$ cat src/logic/ffh_pkg.sv
// constants, types and timing for the fall-through fifo host controller
// assumes a single 25 MHz clock and synchronous device flag inputs
// Contract
// - writer lowers shift-in after input-ready drops
// - held shift-in accepted when space appears
// - reader lowers shift-out after auto-unload
package ffh_pkg;

    // =====================================================
    // sizes
    localparam int WORD_W = 9;
    localparam int FIFO_DEPTH = 64;

    // =====================================================
    // timing, in ns as specified, and cycles derived from it
    localparam int CLK_PERIOD_NS = 40;
    localparam int T_SI_WIDTH_NS = 12;
    localparam int T_SO_WIDTH_NS = 15;
    localparam int T_MR_LOW_NS = 18;
    localparam int T_MR_REMOVAL_NS = 18;
    localparam int T_DATA_HOLD_NS = 30;

    function automatic int ns_to_cyc(input int ns);
        int c;
        c = (ns + CLK_PERIOD_NS - 1) / CLK_PERIOD_NS;
        return (c < 1) ? 1 : c;
    endfunction

    localparam int SI_WIDTH_CYC = ns_to_cyc(T_SI_WIDTH_NS);
    localparam int SO_WIDTH_CYC = ns_to_cyc(T_SO_WIDTH_NS);
    localparam int MR_LOW_CYC = ns_to_cyc(T_MR_LOW_NS);
    localparam int MR_REMOVAL_CYC = ns_to_cyc(T_MR_REMOVAL_NS);
    localparam int DATA_HOLD_CYC = ns_to_cyc(T_DATA_HOLD_NS);
    localparam int CNT_W = 4;

    // =====================================================
    // types
    typedef struct packed {
        logic strobe;
        logic [WORD_W-1:0] data;
    } ffh_push_s;

    typedef enum logic [1:0] {
        W_IDLE,
        W_HIGH,
        W_LOW
    } ffh_wstate_e;

    typedef enum logic [1:0] {
        R_IDLE,
        R_HIGH,
        R_LOW
    } ffh_rstate_e;

    typedef enum logic [1:0] {
        C_ASSERT,
        C_REMOVE,
        C_RUN
    } ffh_cstate_e;

endpackage

$ cat src/logic/ffh_buf2.sv
// two-entry buffer with valid/ready on both sides
// assumes one clock; head entry and valid come straight from flops
module ffh_buf2
    import ffh_pkg::*;
#(
    parameter int W = WORD_W
)
(
    // clock and reset
    input wire logic clk,
    input wire logic rst_n,
    // fill side
    input wire logic in_valid,
    output logic in_ready,
    input wire logic [W-1:0] in_data,
    // drain side
    output logic out_valid,
    input wire logic out_ready,
    output logic [W-1:0] out_data
);

    logic v0;
    logic v1;
    logic [W-1:0] d0;
    logic [W-1:0] d1;
    logic next_v0;
    logic next_v1;
    logic [W-1:0] next_d0;
    logic [W-1:0] next_d1;
    logic push;
    logic pop;

    assign in_ready = ~v1;
    assign out_valid = v0;
    assign out_data = d0;

    always_comb
    begin
        push = in_valid & ~v1;
        pop = v0 & out_ready;
        next_v0 = v0;
        next_v1 = v1;
        next_d0 = d0;
        next_d1 = d1;
        if (pop)
        begin
            next_v0 = v1;
            next_d0 = d1;
            next_v1 = 1'b0;
        end
        if (push)
        begin
            if (!next_v0)
            begin
                next_v0 = 1'b1;
                next_d0 = in_data;
            end
            else
            begin
                next_v1 = 1'b1;
                next_d1 = in_data;
            end
        end
    end

    always_ff @(posedge clk or negedge rst_n)
    begin
        if (!rst_n)
        begin
            v0 <= 1'b0;
            v1 <= 1'b0;
            d0 <= '0;
            d1 <= '0;
        end
        else
        begin
            v0 <= next_v0;
            v1 <= next_v1;
            d0 <= next_d0;
            d1 <= next_d1;
        end
    end

endmodule

$ cat src/logic/ffh_host.sv
// host controller for a 64 x 9 fall-through fifo driven by strobes and flags
// assumes device flags and output word are synchronous to REF_CLK
module ffh_host
    import ffh_pkg::*;
#(
    parameter int W = WORD_W
)
(
    // clock and reset
    input wire logic REF_CLK,
    input wire logic RST_N,
    // user control
    input wire logic CLEAR_REQ,
    output logic CLEAR_BUSY,
    // user write stream
    input wire logic WR_VALID,
    output logic WR_READY,
    input wire logic [W-1:0] WR_DATA,
    // user read stream
    output logic RD_VALID,
    input wire logic RD_READY,
    output logic [W-1:0] RD_DATA,
    // device input side
    output logic SHIFT_IN,
    output logic [W-1:0] WRITE_WORD_IN,
    input wire logic INPUT_READY,
    // device output side
    output logic SHIFT_OUT,
    input wire logic OUTPUT_READY_FLAG,
    input wire logic [W-1:0] READ_WORD_OUT,
    // device clear
    output logic MASTER_CLEAR_N
);

    // =====================================================
    // master clear sequencer
    ffh_cstate_e c_state;
    ffh_cstate_e next_c_state;
    logic [CNT_W-1:0] c_cnt;
    logic [CNT_W-1:0] next_c_cnt;
    logic next_mclr_n;
    logic next_clear_busy;
    logic running;

    assign running = (c_state == C_RUN);

    always_comb
    begin
        next_c_state = c_state;
        next_c_cnt = c_cnt;
        case (c_state)
            C_ASSERT:
            begin
                if (c_cnt == CNT_W'(MR_LOW_CYC - 1))
                begin
                    next_c_state = C_REMOVE;
                    next_c_cnt = '0;
                end
                else
                begin
                    next_c_cnt = c_cnt + 1'b1;
                end
            end
            C_REMOVE:
            begin
                if (c_cnt == CNT_W'(MR_REMOVAL_CYC - 1))
                begin
                    next_c_state = C_RUN;
                    next_c_cnt = '0;
                end
                else
                begin
                    next_c_cnt = c_cnt + 1'b1;
                end
            end
            default:
            begin
                if (CLEAR_REQ)
                begin
                    next_c_state = C_ASSERT;
                    next_c_cnt = '0;
                end
            end
        endcase
        next_mclr_n = (next_c_state != C_ASSERT);
        next_clear_busy = (next_c_state != C_RUN);
    end

    always_ff @(posedge REF_CLK or negedge RST_N)
    begin
        if (!RST_N)
        begin
            c_state <= C_ASSERT;
            c_cnt <= '0;
            MASTER_CLEAR_N <= 1'b0;
            CLEAR_BUSY <= 1'b1;
        end
        else
        begin
            c_state <= next_c_state;
            c_cnt <= next_c_cnt;
            MASTER_CLEAR_N <= next_mclr_n;
            CLEAR_BUSY <= next_clear_busy;
        end
    end

    // =====================================================
    // write strobe sequencer
    ffh_wstate_e w_state;
    ffh_wstate_e next_w_state;
    logic [CNT_W-1:0] w_cnt;
    logic [CNT_W-1:0] next_w_cnt;
    ffh_push_s w_pins;
    ffh_push_s next_w_pins;
    logic next_wr_ready;
    logic wr_take;

    always_comb
    begin
        next_w_state = w_state;
        next_w_cnt = w_cnt;
        next_w_pins = w_pins;
        wr_take = 1'b0;
        if (!running)
        begin
            next_w_state = W_IDLE;
            next_w_cnt = '0;
            next_w_pins.strobe = 1'b0;
        end
        else
        begin
            case (w_state)
                W_IDLE:
                begin
                    if (WR_VALID && WR_READY)
                    begin
                        wr_take = 1'b1;
                        next_w_pins.data = WR_DATA;
                        next_w_pins.strobe = 1'b1;
                        next_w_state = W_HIGH;
                        next_w_cnt = '0;
                    end
                end
                W_HIGH:
                begin
                    // strobe stays high past its minimum width until the word is taken
                    if (w_cnt != CNT_W'(SI_WIDTH_CYC - 1))
                    begin
                        next_w_cnt = w_cnt + 1'b1;
                    end
                    else if (!INPUT_READY)
                    begin
                        next_w_pins.strobe = 1'b0;
                        next_w_state = W_LOW;
                        next_w_cnt = '0;
                    end
                end
                default:
                begin
                    // keep data past the falling strobe and the strobe low its minimum
                    if (w_cnt == CNT_W'(DATA_HOLD_CYC - 1))
                    begin
                        next_w_state = W_IDLE;
                        next_w_cnt = '0;
                    end
                    else
                    begin
                        next_w_cnt = w_cnt + 1'b1;
                    end
                end
            endcase
        end
        // input-ready high again means the input stage is free
        // ready follows the next clear state so no word is accepted once a clear has started
        next_wr_ready = (next_c_state == C_RUN) && (next_w_state == W_IDLE) && INPUT_READY && !wr_take;
    end

    always_ff @(posedge REF_CLK or negedge RST_N)
    begin
        if (!RST_N)
        begin
            w_state <= W_IDLE;
            w_cnt <= '0;
            w_pins <= '0;
            WR_READY <= 1'b0;
        end
        else
        begin
            w_state <= next_w_state;
            w_cnt <= next_w_cnt;
            w_pins <= next_w_pins;
            WR_READY <= next_wr_ready;
        end
    end

    assign SHIFT_IN = w_pins.strobe;
    assign WRITE_WORD_IN = w_pins.data;

    // =====================================================
    // read strobe sequencer
    ffh_rstate_e r_state;
    ffh_rstate_e next_r_state;
    logic [CNT_W-1:0] r_cnt;
    logic [CNT_W-1:0] next_r_cnt;
    logic so;
    logic next_so;
    logic buf_in_valid;
    logic buf_in_ready;

    always_comb
    begin
        next_r_state = r_state;
        next_r_cnt = r_cnt;
        next_so = so;
        buf_in_valid = 1'b0;
        if (!running)
        begin
            next_r_state = R_IDLE;
            next_r_cnt = '0;
            next_so = 1'b0;
        end
        else
        begin
            case (r_state)
                R_IDLE:
                begin
                    // capture while the flag is high, then unload
                    if (OUTPUT_READY_FLAG && buf_in_ready)
                    begin
                        buf_in_valid = 1'b1;
                        next_so = 1'b1;
                        next_r_state = R_HIGH;
                        next_r_cnt = '0;
                    end
                end
                R_HIGH:
                begin
                    if (r_cnt != CNT_W'(SO_WIDTH_CYC - 1))
                    begin
                        next_r_cnt = r_cnt + 1'b1;
                    end
                    else if (!OUTPUT_READY_FLAG)
                    begin
                        next_so = 1'b0;
                        next_r_state = R_LOW;
                        next_r_cnt = '0;
                    end
                end
                default:
                begin
                    if (r_cnt == CNT_W'(SO_WIDTH_CYC - 1))
                    begin
                        next_r_state = R_IDLE;
                        next_r_cnt = '0;
                    end
                    else
                    begin
                        next_r_cnt = r_cnt + 1'b1;
                    end
                end
            endcase
        end
    end

    always_ff @(posedge REF_CLK or negedge RST_N)
    begin
        if (!RST_N)
        begin
            r_state <= R_IDLE;
            r_cnt <= '0;
            so <= 1'b0;
        end
        else
        begin
            r_state <= next_r_state;
            r_cnt <= next_r_cnt;
            so <= next_so;
        end
    end

    assign SHIFT_OUT = so;

    // =====================================================
    // read data buffer; a stalled reader keeps the unload strobe from firing
    ffh_buf2 #(
        .W(W)
    ) u_rbuf (
        .clk(REF_CLK),
        .rst_n(RST_N),
        .in_valid(buf_in_valid),
        .in_ready(buf_in_ready),
        .in_data(READ_WORD_OUT),
        .out_valid(RD_VALID),
        .out_ready(RD_READY),
        .out_data(RD_DATA)
    );

endmodule

$ cat config.mk
export PLATFORM = sky130hd
export DESIGN_NAME = ffh_host
export DESIGN_NICKNAME = d
export VERILOG_FILES = /design/src/logic/ffh_pkg.sv /design/src/logic/ffh_buf2.sv /design/src/logic/ffh_host.sv
export SDC_FILE = /design/constraint.sdc
export NUM_CORES = 1
export LEC_CHECK = 0
export BUFFER_PORTS_ARGS = -buffer_cell sky130_fd_sc_hd__buf_2
export CAP_MARGIN = 20
export CELL_PAD_IN_SITES_DETAIL_PLACEMENT = 0
export CELL_PAD_IN_SITES_GLOBAL_PLACEMENT = 1
export CORE_MARGIN = 2
export CORE_UTILIZATION = 35
export DETAILED_ROUTE_END_ITERATION = 12
export MAX_ROUTING_LAYER = met4
export PLACE_DENSITY = 0.64
export SLEW_MARGIN = 20
export SYNTH_ARGS = -nofsm -noshare
export SYNTH_HDL_FRONTEND = slang
export SYNTH_SLANG_ARGS = --single-unit
$ cat constraint.sdc
create_clock -name REF_CLK -period 1.9 [get_ports REF_CLK]
set_input_delay 0.38 -clock REF_CLK [delete_from_list [all_inputs] [get_ports REF_CLK]]
set_output_delay 0.38 -clock REF_CLK [all_outputs]
set_load 0.02 [all_outputs]
Word level (Yosys, flattened, before mapping):

Index checks and enable logic that the tools add are counted.
W data, S select, Z words.

* register bits: 52
* input bits: 25
* output and inout bits: 24
* word-level logic and storage cells: 119

* $add $sub $neg: 3
* equality and inequality tests: 17
* muxes and demuxes: 55
* bitwise operators: 3
* reductions and logical operators: 25

Operators by type and width (number)
* $mux W4: 13
* $mux W9: 3
* $mux W2: 13
* $mux W1: 18
* $ne A3 B3 Y1 const B: 6
* $pmux W4 S2: 2
* $add A4 B1 Y4 const B: 3
* $logic_not A4 Y1: 3
* $pmux W2 S2: 3
* $reduce_and A4 Y1: 3
* $mux W10: 1
* $logic_not A2 Y1: 4
* $ne A4 B4 Y1 const B: 2
* $reduce_bool A4 Y1: 2
* $eq A2 B1 Y1 const B: 3
* $ne A3 B1 Y1 const B: 2
* $reduce_and A2 Y1: 3
* $logic_and A1 B1 Y1: 5
* $eq A2 B2 Y1 const B: 2
* $ne A4 B1 Y1 const B: 1
* $pmux W1 S2: 2
* $reduce_bool A2 Y1: 2
* $reduce_and A3 Y1: 1
* $and A1 B1 Y1: 2
* 4 further kinds: 4

Depth between registers and ports, before layout:

Gate-level depths: netlist of run 1.

* depth in word-level cells: 8
* mapped depth: 6
* depth with buffers taken out: 6

Modules after synthesis:

Synthesis of run 1 repeated with hierarchy kept, for this count alone.

* cells, all modules: 207
* area, all modules: 2503.7 µm²

By module, submodules not included
* ffh_host: instances 1, cells an instance 150, area each 1635.3 µm², seq. area each 802.0 µm²
* ffh_buf2: instances 1, cells an instance 57, area each 868.3 µm², seq. area each 500.5 µm²

Worst setup path after synthesis of run 1:

OpenSTA, ideal clock, no wires.

* path kind: reg-to-reg
* from: register r_state[0]
* to: register u_rbuf.d0[0], in the netlist u_rbuf.out_data[0]
* setup time: 125 ps
* arrival time: 1527 ps
* data required time: 1775 ps
* path slack: 248 ps
* stages on the path, launching flop included: 6
* buffers on the path: 1
* clock period less this slack: 1652 ps
* path through: dfrtp_1 > nor4b_2 > and2_1 > nor2b_1 > buf_4 > mux2_2

* word-level cells in the longest chain between the ends: 5

RTL lines
* from (decl): line ffh_host.sv:201 `ffh_rstate_e r_state;`
* from (signal assigned): line ffh_host.sv:275 `r_state <= next_r_state;`
* $logic_not A2 Y1: line ffh_host.sv:224 `case (r_state)`
* $mux W1: line ffh_host.sv:224
* $mux W1: line ffh_host.sv:216 `if (!running)`
* $and A1 B1 Y1: line ffh_buf2.sv:39 `push = in_valid & ~v1;`
* $mux W9: line ffh_buf2.sv:51 `if (push)`
* named net u_rbuf.next_d0[0]: line ffh_buf2.sv:28 `logic [W-1:0] next_d0;`
* to (signal assigned): line ffh_buf2.sv:79 `d0 <= next_d0;`
* to (decl): line ffh_buf2.sv:24 `logic [W-1:0] d0;`

The timed path passes the listed nets, and every way through them passes these cells.
A chain may end at the register's enable or synchronous reset.

Worst setup path in the final report of run 1:

* from: register r_state[0]
* to: register u_rbuf.d0[3], in the netlist u_rbuf.out_data[3]

The elaborated chain is that of the path after synthesis.

==> reports/qor.yml, run 1 <==
pwr-share-clk_pct: 20.7
r2r_setup_slack_ns: 0.11
p_total_w: 0.00387
critPathRequiredTime_ns: 2.09
finalCritPeriodShare_pct: 94.0
synth_area_leaders: "dfrtp_1, mux2_2, ha_1"
cp_slowest_cell: "dfrtp_2"
power_density_nw_per_um2: 1280
ys_async_sr_fraction_pct: 100
worstReg2RegStart: "r_state[0]$_DFFE_PN0P_"
ant_nets: 0
r2r_cells: 5
syn-cell-area_um2: 2460
drtIter0Drc: 67
cp_max_fo: 9
skew_ns: 0.00480
antennaDiodeCount: 0
synth_common_cells: "dfrtp_1, mux2_2, nand2_1"
die_h_um: 87.9
netlist_instances: 210
stdcell_area_um2: 3030
via_per_inst: 4.60
synth_top_cell_by_area: "dfrtp_1"
max_freq_ghz: 0.560
route.vias.total: 1705
dp_hpwl_um: 3450
hp-start: "WR_DATA[3]"
port_buffers: 48
tightest_slew_ns: 0.532
setup_slack_ns: 0.114
cts-root-buf: "clkbuf_8"
overflow: 0
power.internal_w: 0.00257
cp_num_buf_inv: 1
routedWlPerCell_um: 12.7
rsz0062_at_grt: "no"
fin_hold_ws_ns: 0.310
setup_viol: 0
layout.nets: 305
netSwitchingPower_w: 0.00130
worstSkewPairLatency_ns: 0.30
hold_depth: 2
cts_tree: "built"
swShare_pct: 33.7
firstDrtPassIters: 4
ys.flop_type: "dfrtp_1"
seqPwrFrac_pct: 42.1
fin_setup_tns_ns: 0
crit_type: "reg -> reg"
cap_violations: 0
yosysWarnings: 0
cpPeakStageDelay_ns: 0.47
hold_class: "in -> reg"
cts_made_buffers: 5
postSynthAreaPerCell_um2: 11.7
synth_cell_type_count: 40
fillCellCount: 651
dpl_cell_area_um2: 2900
grt_max_degree: 22
routed_wl_um: 4720
drive_above_1_share_pct: 43.3
start_kind: "flop"
pin_count: 49
design.die.area_um2: 7720
antenna_found_initial: 0
synth_top_cell_area_share_pct: 51.8
whs_endpoint: "WRITE_WORD_IN[3]$_DFFE_PN0P_"
end_kind: "flop"
ir_drop_mv: 0.605
grt_pass1_vias: 1714
h-tree-depth: 2
min_period_ns: 1.79
relSlewSlack_pct: 64.2
static-leakage-power_nw: 1.44
initial_core_util_pct: 36.2
synthToLayoutAreaGrowth_pct: 23.2
clock-sinks: 52
routabilityCongestion: 0.761
p_comb_share_pct: 37.2
synth_most_common_cell: "dfrtp_1"
ys_ff_latch: 52
grt_pass1_wl_um: 7980
status: "complete, no violations"
clk_path_buf_depth: 2
yosysSeqAreaShare_pct: 52.9
arrival_ns: 1.98
finalHoldViolCount: 0
synth_edf_count: 0
crit_family: "simple AND/OR/NAND/NOR gates"
clkTransAtPathRegs_ns: 0.10
route.detailed.drc: 0
fp.dieW_um: 87.9
crit_chain: "nor4b_2 > and2_1 > nor2b_1 > buf_4 > mux2_2"
r2r-end: "u_rbuf.out_data[3]$_DFF_PN0_"
core_um2: 6790
finalMaxSlewViolations: 0
post-place-ws_ns: 0.0972
placementRows: 30
synth_nets: 241
grt_usage_pct: 13.7
[per-layer routing]
metal / share of wire, % / vias up / global-route usage [%]
li1: - / 860 / -
met1: 51 / 814 / 19.0
met4: 0.66 / 0 / 3.36
met3: 3.9 / 2 / 3.20
met5: 0 / - / -
met2: 45 / 29 / 20.2
[layout by cell type, fill, tap and decap left out, types with 2 or more instances in the layout]
| cell | Yosys | routed |
|---|---|---|
| xor2_1 | 2 | 2 |
| buf_4 | 1 | 12 |
| ha_1 | 6 | 6 |
| clkbuf_8 | 0 | 6 |
| nor2b_1 | 5 | 5 |
| mux2_2 | 36 | 36 |
| a21oi_1 | 8 | 8 |
| nor3b_1 | 6 | 6 |
| nand2_1 | 17 | 17 |
| o21ai_0 | 11 | 11 |
| a31o_2 | 3 | 3 |
| or2_2 | 3 | 3 |
| nand2b_1 | 2 | 2 |
| and2_1 | 2 | 2 |
| buf_2 | 0 | 48 |
| or3b_2 | 2 | 2 |
| o22ai_1 | 3 | 3 |
| nor3_1 | 4 | 4 |
| nand3_1 | 5 | 5 |
| inv_1 | 13 | 13 |
| nor2_1 | 7 | 7 |
| or3_1 | 3 | 3 |
| dfrtp_1 | 51 | 50 |
[power by group through the flow]
stage               registers [W]  logic [W]  clock network (W)
detailed placement        0.00165    0.00146                  0
global placement          0.00165    0.00145                  0
global route              0.00169    0.00158           0.000879
finish                    0.00163    0.00144           0.000799
floorplan                 0.00190   0.000733                  0
CTS                       0.00163    0.00146           0.000845
[cells by family after synthesis]
group / share of synthesized area, %
adder cells (fa/ha/maj): 3.05
XOR/XNOR: 1.07
multiplexers: 16.5
AND/OR/NAND/NOR: 14.7
AO/OA/AOI/OAI: 8.59
buffers and inverters: 3.25
flip-flops: 52.9
[through the flow]
stage          util, %  cells
3_5_place_dp      42.7    362
4_1_cts           44.6    371
3_3_place_gp      42.7    362
2_1_floorplan        -    210
6_report          44.7    371
5_1_grt           44.7    371
[final cells by class]
cell class / instances / area (um^2) / share of cell area [%]
clock inverter: 2 / 38.8 / 1.28
timing repair buffer: 62 / 360 / 11.9
inverter: 13 / 48.8 / 1.61
multi-input combinational: 140 / 1080 / 35.6
clock buffer: 6 / 82.6 / 2.72
sequential: 52 / 1300 / 43.0
tap: 96 / 120 / 3.96
[worst max path at each step]
stage | to | cells after the start | from | slack [ns]
after global placement | u_rbuf.out_data[1]$_DFF_PN0_ | 5 | r_state[0]$_DFFE_PN0P_ | 0.13
after detailed placement | u_rbuf.out_data[3]$_DFF_PN0_ | 5 | r_state[0]$_DFFE_PN0P_ | 0.1
after global routing | u_rbuf.out_data[3]$_DFF_PN0_ | 5 | r_state[0]$_DFFE_PN0P_ | 0.02
after CTS | u_rbuf.out_data[3]$_DFF_PN0_ | 5 | r_state[0]$_DFFE_PN0P_ | 0.07
after floorplan | u_rbuf.out_data[0]$_DFF_PN0_ | 5 | r_state[0]$_DFFE_PN0P_ | 0.25
final | u_rbuf.out_data[3]$_DFF_PN0_ | 5 | r_state[0]$_DFFE_PN0P_ | 0.11
[flip-flops by register name, indices dropped and copies added, names as in the netlist]
name,count
CLEAR_BUSY,1
MASTER_CLEAR_N,1
SHIFT_IN,1
SHIFT_OUT,1
WRITE_WORD_IN,9
WR_READY,1
c_cnt,4
c_state,2
r_cnt,4
r_state,2
u_rbuf.d1,9
u_rbuf.out_data,9
u_rbuf.out_valid,1
u_rbuf.v1,1
w_cnt,4
w_state,2
[what timing repair did]
| item | 4_1_cts | 5_1_grt |
|---|---|---|
| gates resized for setup | 0 | 1 |
| endpoints found under the setup margin | 0 | 2 |
| endpoints found under the hold margin | 8 | 0 |
| hold buffers | 1 | 0 |
| buffers inserted | 0 | 0 |
(Power assumes the default switching activity.)
==> run 2, diff against run 1 <==
==> constraint.sdc (replaced) <==
create_clock -name REF_CLK -period 1.9 [get_ports REF_CLK]
set_input_delay 0.285 -clock REF_CLK [delete_from_list [all_inputs] [get_ports REF_CLK]]
set_output_delay 0.285 -clock REF_CLK [all_outputs]
set_load 0.02 [all_outputs]
==> run 2 against run 1 <==
Die area stayed put. Utilization is 0.61 points lower. Maximum frequency is 2.9% higher. Non-clock buffer count is 2 lower. Worst hold slack worse by 0.099 ns. Flip-flop and latch count stayed put. Register-to-register slack better by 0.05 ns. Global-route usage is 0.20 points higher. Via count is 1.6% higher. Critical endpoint is now u_rbuf.out_data[0]$_DFF_PN0_.
==> reports/qor.yml, run 2 (synthesis gave the netlist of run 1 again) <==
route.vias.total: 1732  # +1.6%
multi_input_area_um2: 1080  # unchanged
routabilityCongestion: 0.777  # +2.2%
endpoint: "u_rbuf.out_data[0]$_DFF_PN0_"
start_kind: "flop"
h-tree-depth: 2  # unchanged
setup_viol: 0  # unchanged
finalCritPeriodShare_pct: 91.3  # -2.7 points
cts_made_buffers: 5  # unchanged
arrival_ns: 1.93  # -0.05 ns
design.die.area_um2: 7720  # unchanged
critPathRequiredTime_ns: 2.09  # about the same
cts-root-buf: "clkbuf_8"
cts_tree: "built"
use_met3_pct: 3.02  # -0.19 points
cp_max_fo: 9  # unchanged
top_usage_layer: "met2"
grt_max_degree: 25  # +14%
max_freq_ghz: 0.577  # +2.9%
via_per_inst: 4.69  # +2.1%
end_kind: "flop"
rsz0062_at_grt: "no"
routedWlPerCell_um: 12.7  # -0.48%
seqPwrFrac_pct: 43.8  # +1.7 points
min_period_ns: 1.73  # -0.0511 ns
r2r_setup_slack_ns: 0.17  # +0.05 ns
status: "complete, no violations"
met2_usage_pct: 21.3  # +1.1 points
port_buffers: 48  # unchanged
synthToLayoutAreaGrowth_pct: 21.5
overflow: 0  # unchanged
place_inst: 360  # -0.55%
crit_type: "reg -> reg"
firstDrtPassIters: 5  # +1
hold_class: "in -> reg"
grt_usage_pct: 13.9  # +0.20 points
p_comb_share_pct: 38.5  # +1.3 points
initial_core_util_pct: 36.2  # unchanged
netSwitchingPower_w: 0.00130  # -0.11%
clk_path_buf_depth: 2  # unchanged
startpoint: "r_state[0]$_DFFE_PN0P_"
final_core_util_pct: 44.1  # -0.61 points
static-leakage-power_nw: 1.43  # -1.3%
placementRows: 30  # unchanged
seq_area_um2: 1300  # about the same
cts-resized-gates: 0  # unchanged
worstSkewPairLatency_ns: 0.30  # about the same
finalMaxSlewViolations: 0  # unchanged
final_cells: 369  # -0.54%
die_h_um: 87.9  # unchanged
fillCellCount: 685  # +5.2%
r2r_cells: 5  # unchanged
fin_setup_tns_ns: 0  # unchanged
ir_drop_mv: 0.534  # -12%
power_density_nw_per_um2: 1250  # -2.2%
pin_count: 49  # unchanged
met1_usage_pct: 18.5  # -0.56 points
fin_hold_ws_ns: 0.211  # -0.0994 ns
final_common_cell: "dfrtp_1"
layout.nets: 303  # -0.66%
fp.dieW_um: 87.9  # unchanged
antennaDiodeCount: 0  # unchanged
dp_hpwl_um: 3440  # -0.23%
finalHoldViolCount: 0  # unchanged
routed_wl_um: 4670  # -1.0%
cap_violations: 0  # unchanged
power.internal_w: 0.00243  # -5.3%
pwr-share-clk_pct: 17.7  # -3.0 points
relSlewSlack_pct: 60.8  # -3.4 points
swShare_pct: 34.9  # +1.2 points
antenna_found_initial: 0  # unchanged
core_um2: 6790  # unchanged
grt_pass1_wl_um: 8140  # +1.9%
ant_nets: 0  # unchanged
final_cell_mix: "dfrtp_1, buf_2, mux2_2, nand2_1, inv_1"
drive_above_1_share_pct: 42.5  # -0.78 points
drtIter0Drc: 37  # -45%
clock-sinks: 52  # unchanged
clkTransAtPathRegs_ns: 0.09  # about the same
tightest_slew_ns: 0.582  # +0.0499 ns
worstReg2RegStart: "r_state[0]$_DFFE_PN0P_"
hp-start: "WR_DATA[4]"
postCtsSetupBuffers: 0  # unchanged
r2r-end: "u_rbuf.out_data[0]$_DFF_PN0_"
route.detailed.drc: 0  # unchanged
skew_ns: 0.00554  # +0.000739 ns
grt_pass1_vias: 1754  # +2.3%
-- run 2: layer usage --
metal  part of all wire (%)  routed length [um]  vias up
met4                   0.96                  45        0
met3                    4.2                 197        4
li1                       -                   -      863
met2                     47                2200       41
met1                     48                2230      824
met5                      0                   0        -
-- run 2: how the worst min path moves through the flow --
| stage | end | slack, ns | cells after the start |
|---|---|---|---|
| floorplan | MASTER_CLEAR_N$_DFF_PN0_ | -0.01 | 0 |
| global placement | u_rbuf.out_data[1]$_DFF_PN0_ | 0.27 | 1 |
| detailed placement | u_rbuf.d1[7]$_DFFE_PN0P_ | 0.28 | 1 |
| CTS | WRITE_WORD_IN[4]$_DFFE_PN0P_ | 0.20 | 2 |
| global route | WRITE_WORD_IN[8]$_DFFE_PN0P_ | 0.20 | 2 |
| finish | WRITE_WORD_IN[4]$_DFFE_PN0P_ | 0.21 | 2 |
-- run 2: timing repair --
| item | CTS | global route |
|---|---|---|
| hold buffers | 1 | 0 |
| hold endpoints to repair | 18 | 0 |
| setup endpoints to repair | 0 | 0 |
-- run 2: critical path: stages, from the launching register on --
cell     delay [ns]
dfrtp_1        0.46
nor4b_2        0.33
and2_1         0.18
nor2b_1        0.12
buf_4          0.20
mux2_2         0.34
-- run 2: stage by stage --
stage	power, W	area [um^2]	setup slack, ns
3_3_place_gp	0.00310	2890	0.169
2_1_floorplan	0.00264	2460	0.248
3_5_place_dp	0.00312	2890	0.144
6_report	0.00373	2990	0.165
5_1_grt	0.00400	2990	0.0362
4_1_cts	0.00381	2990	0.138
-- run 2: cell type report --
| cell class | count | area share (%) |
|---|---|---|
| sequential | 52 | 43.5 |
| multi-input combinational | 140 | 36.1 |
| timing repair buffer | 60 | 11.5 |
| tap | 96 | 4.01 |
| clock buffer | 6 | 2.76 |
| inverter | 13 | 1.63 |
| clock inverter | 2 | 0.460 |
-- run 2: power groups by stage --
| stage | Sequential [W] | Combinational (W) | Clock, W |
|---|---|---|---|
| floorplan | 0.00190 | 0.000733 | 0 |
| global placement | 0.00165 | 0.00145 | 0 |
| detailed placement | 0.00166 | 0.00146 | 0 |
| CTS | 0.00164 | 0.00147 | 0.000701 |
| global route | 0.00168 | 0.00158 | 0.000738 |
| finish | 0.00163 | 0.00144 | 0.000661 |
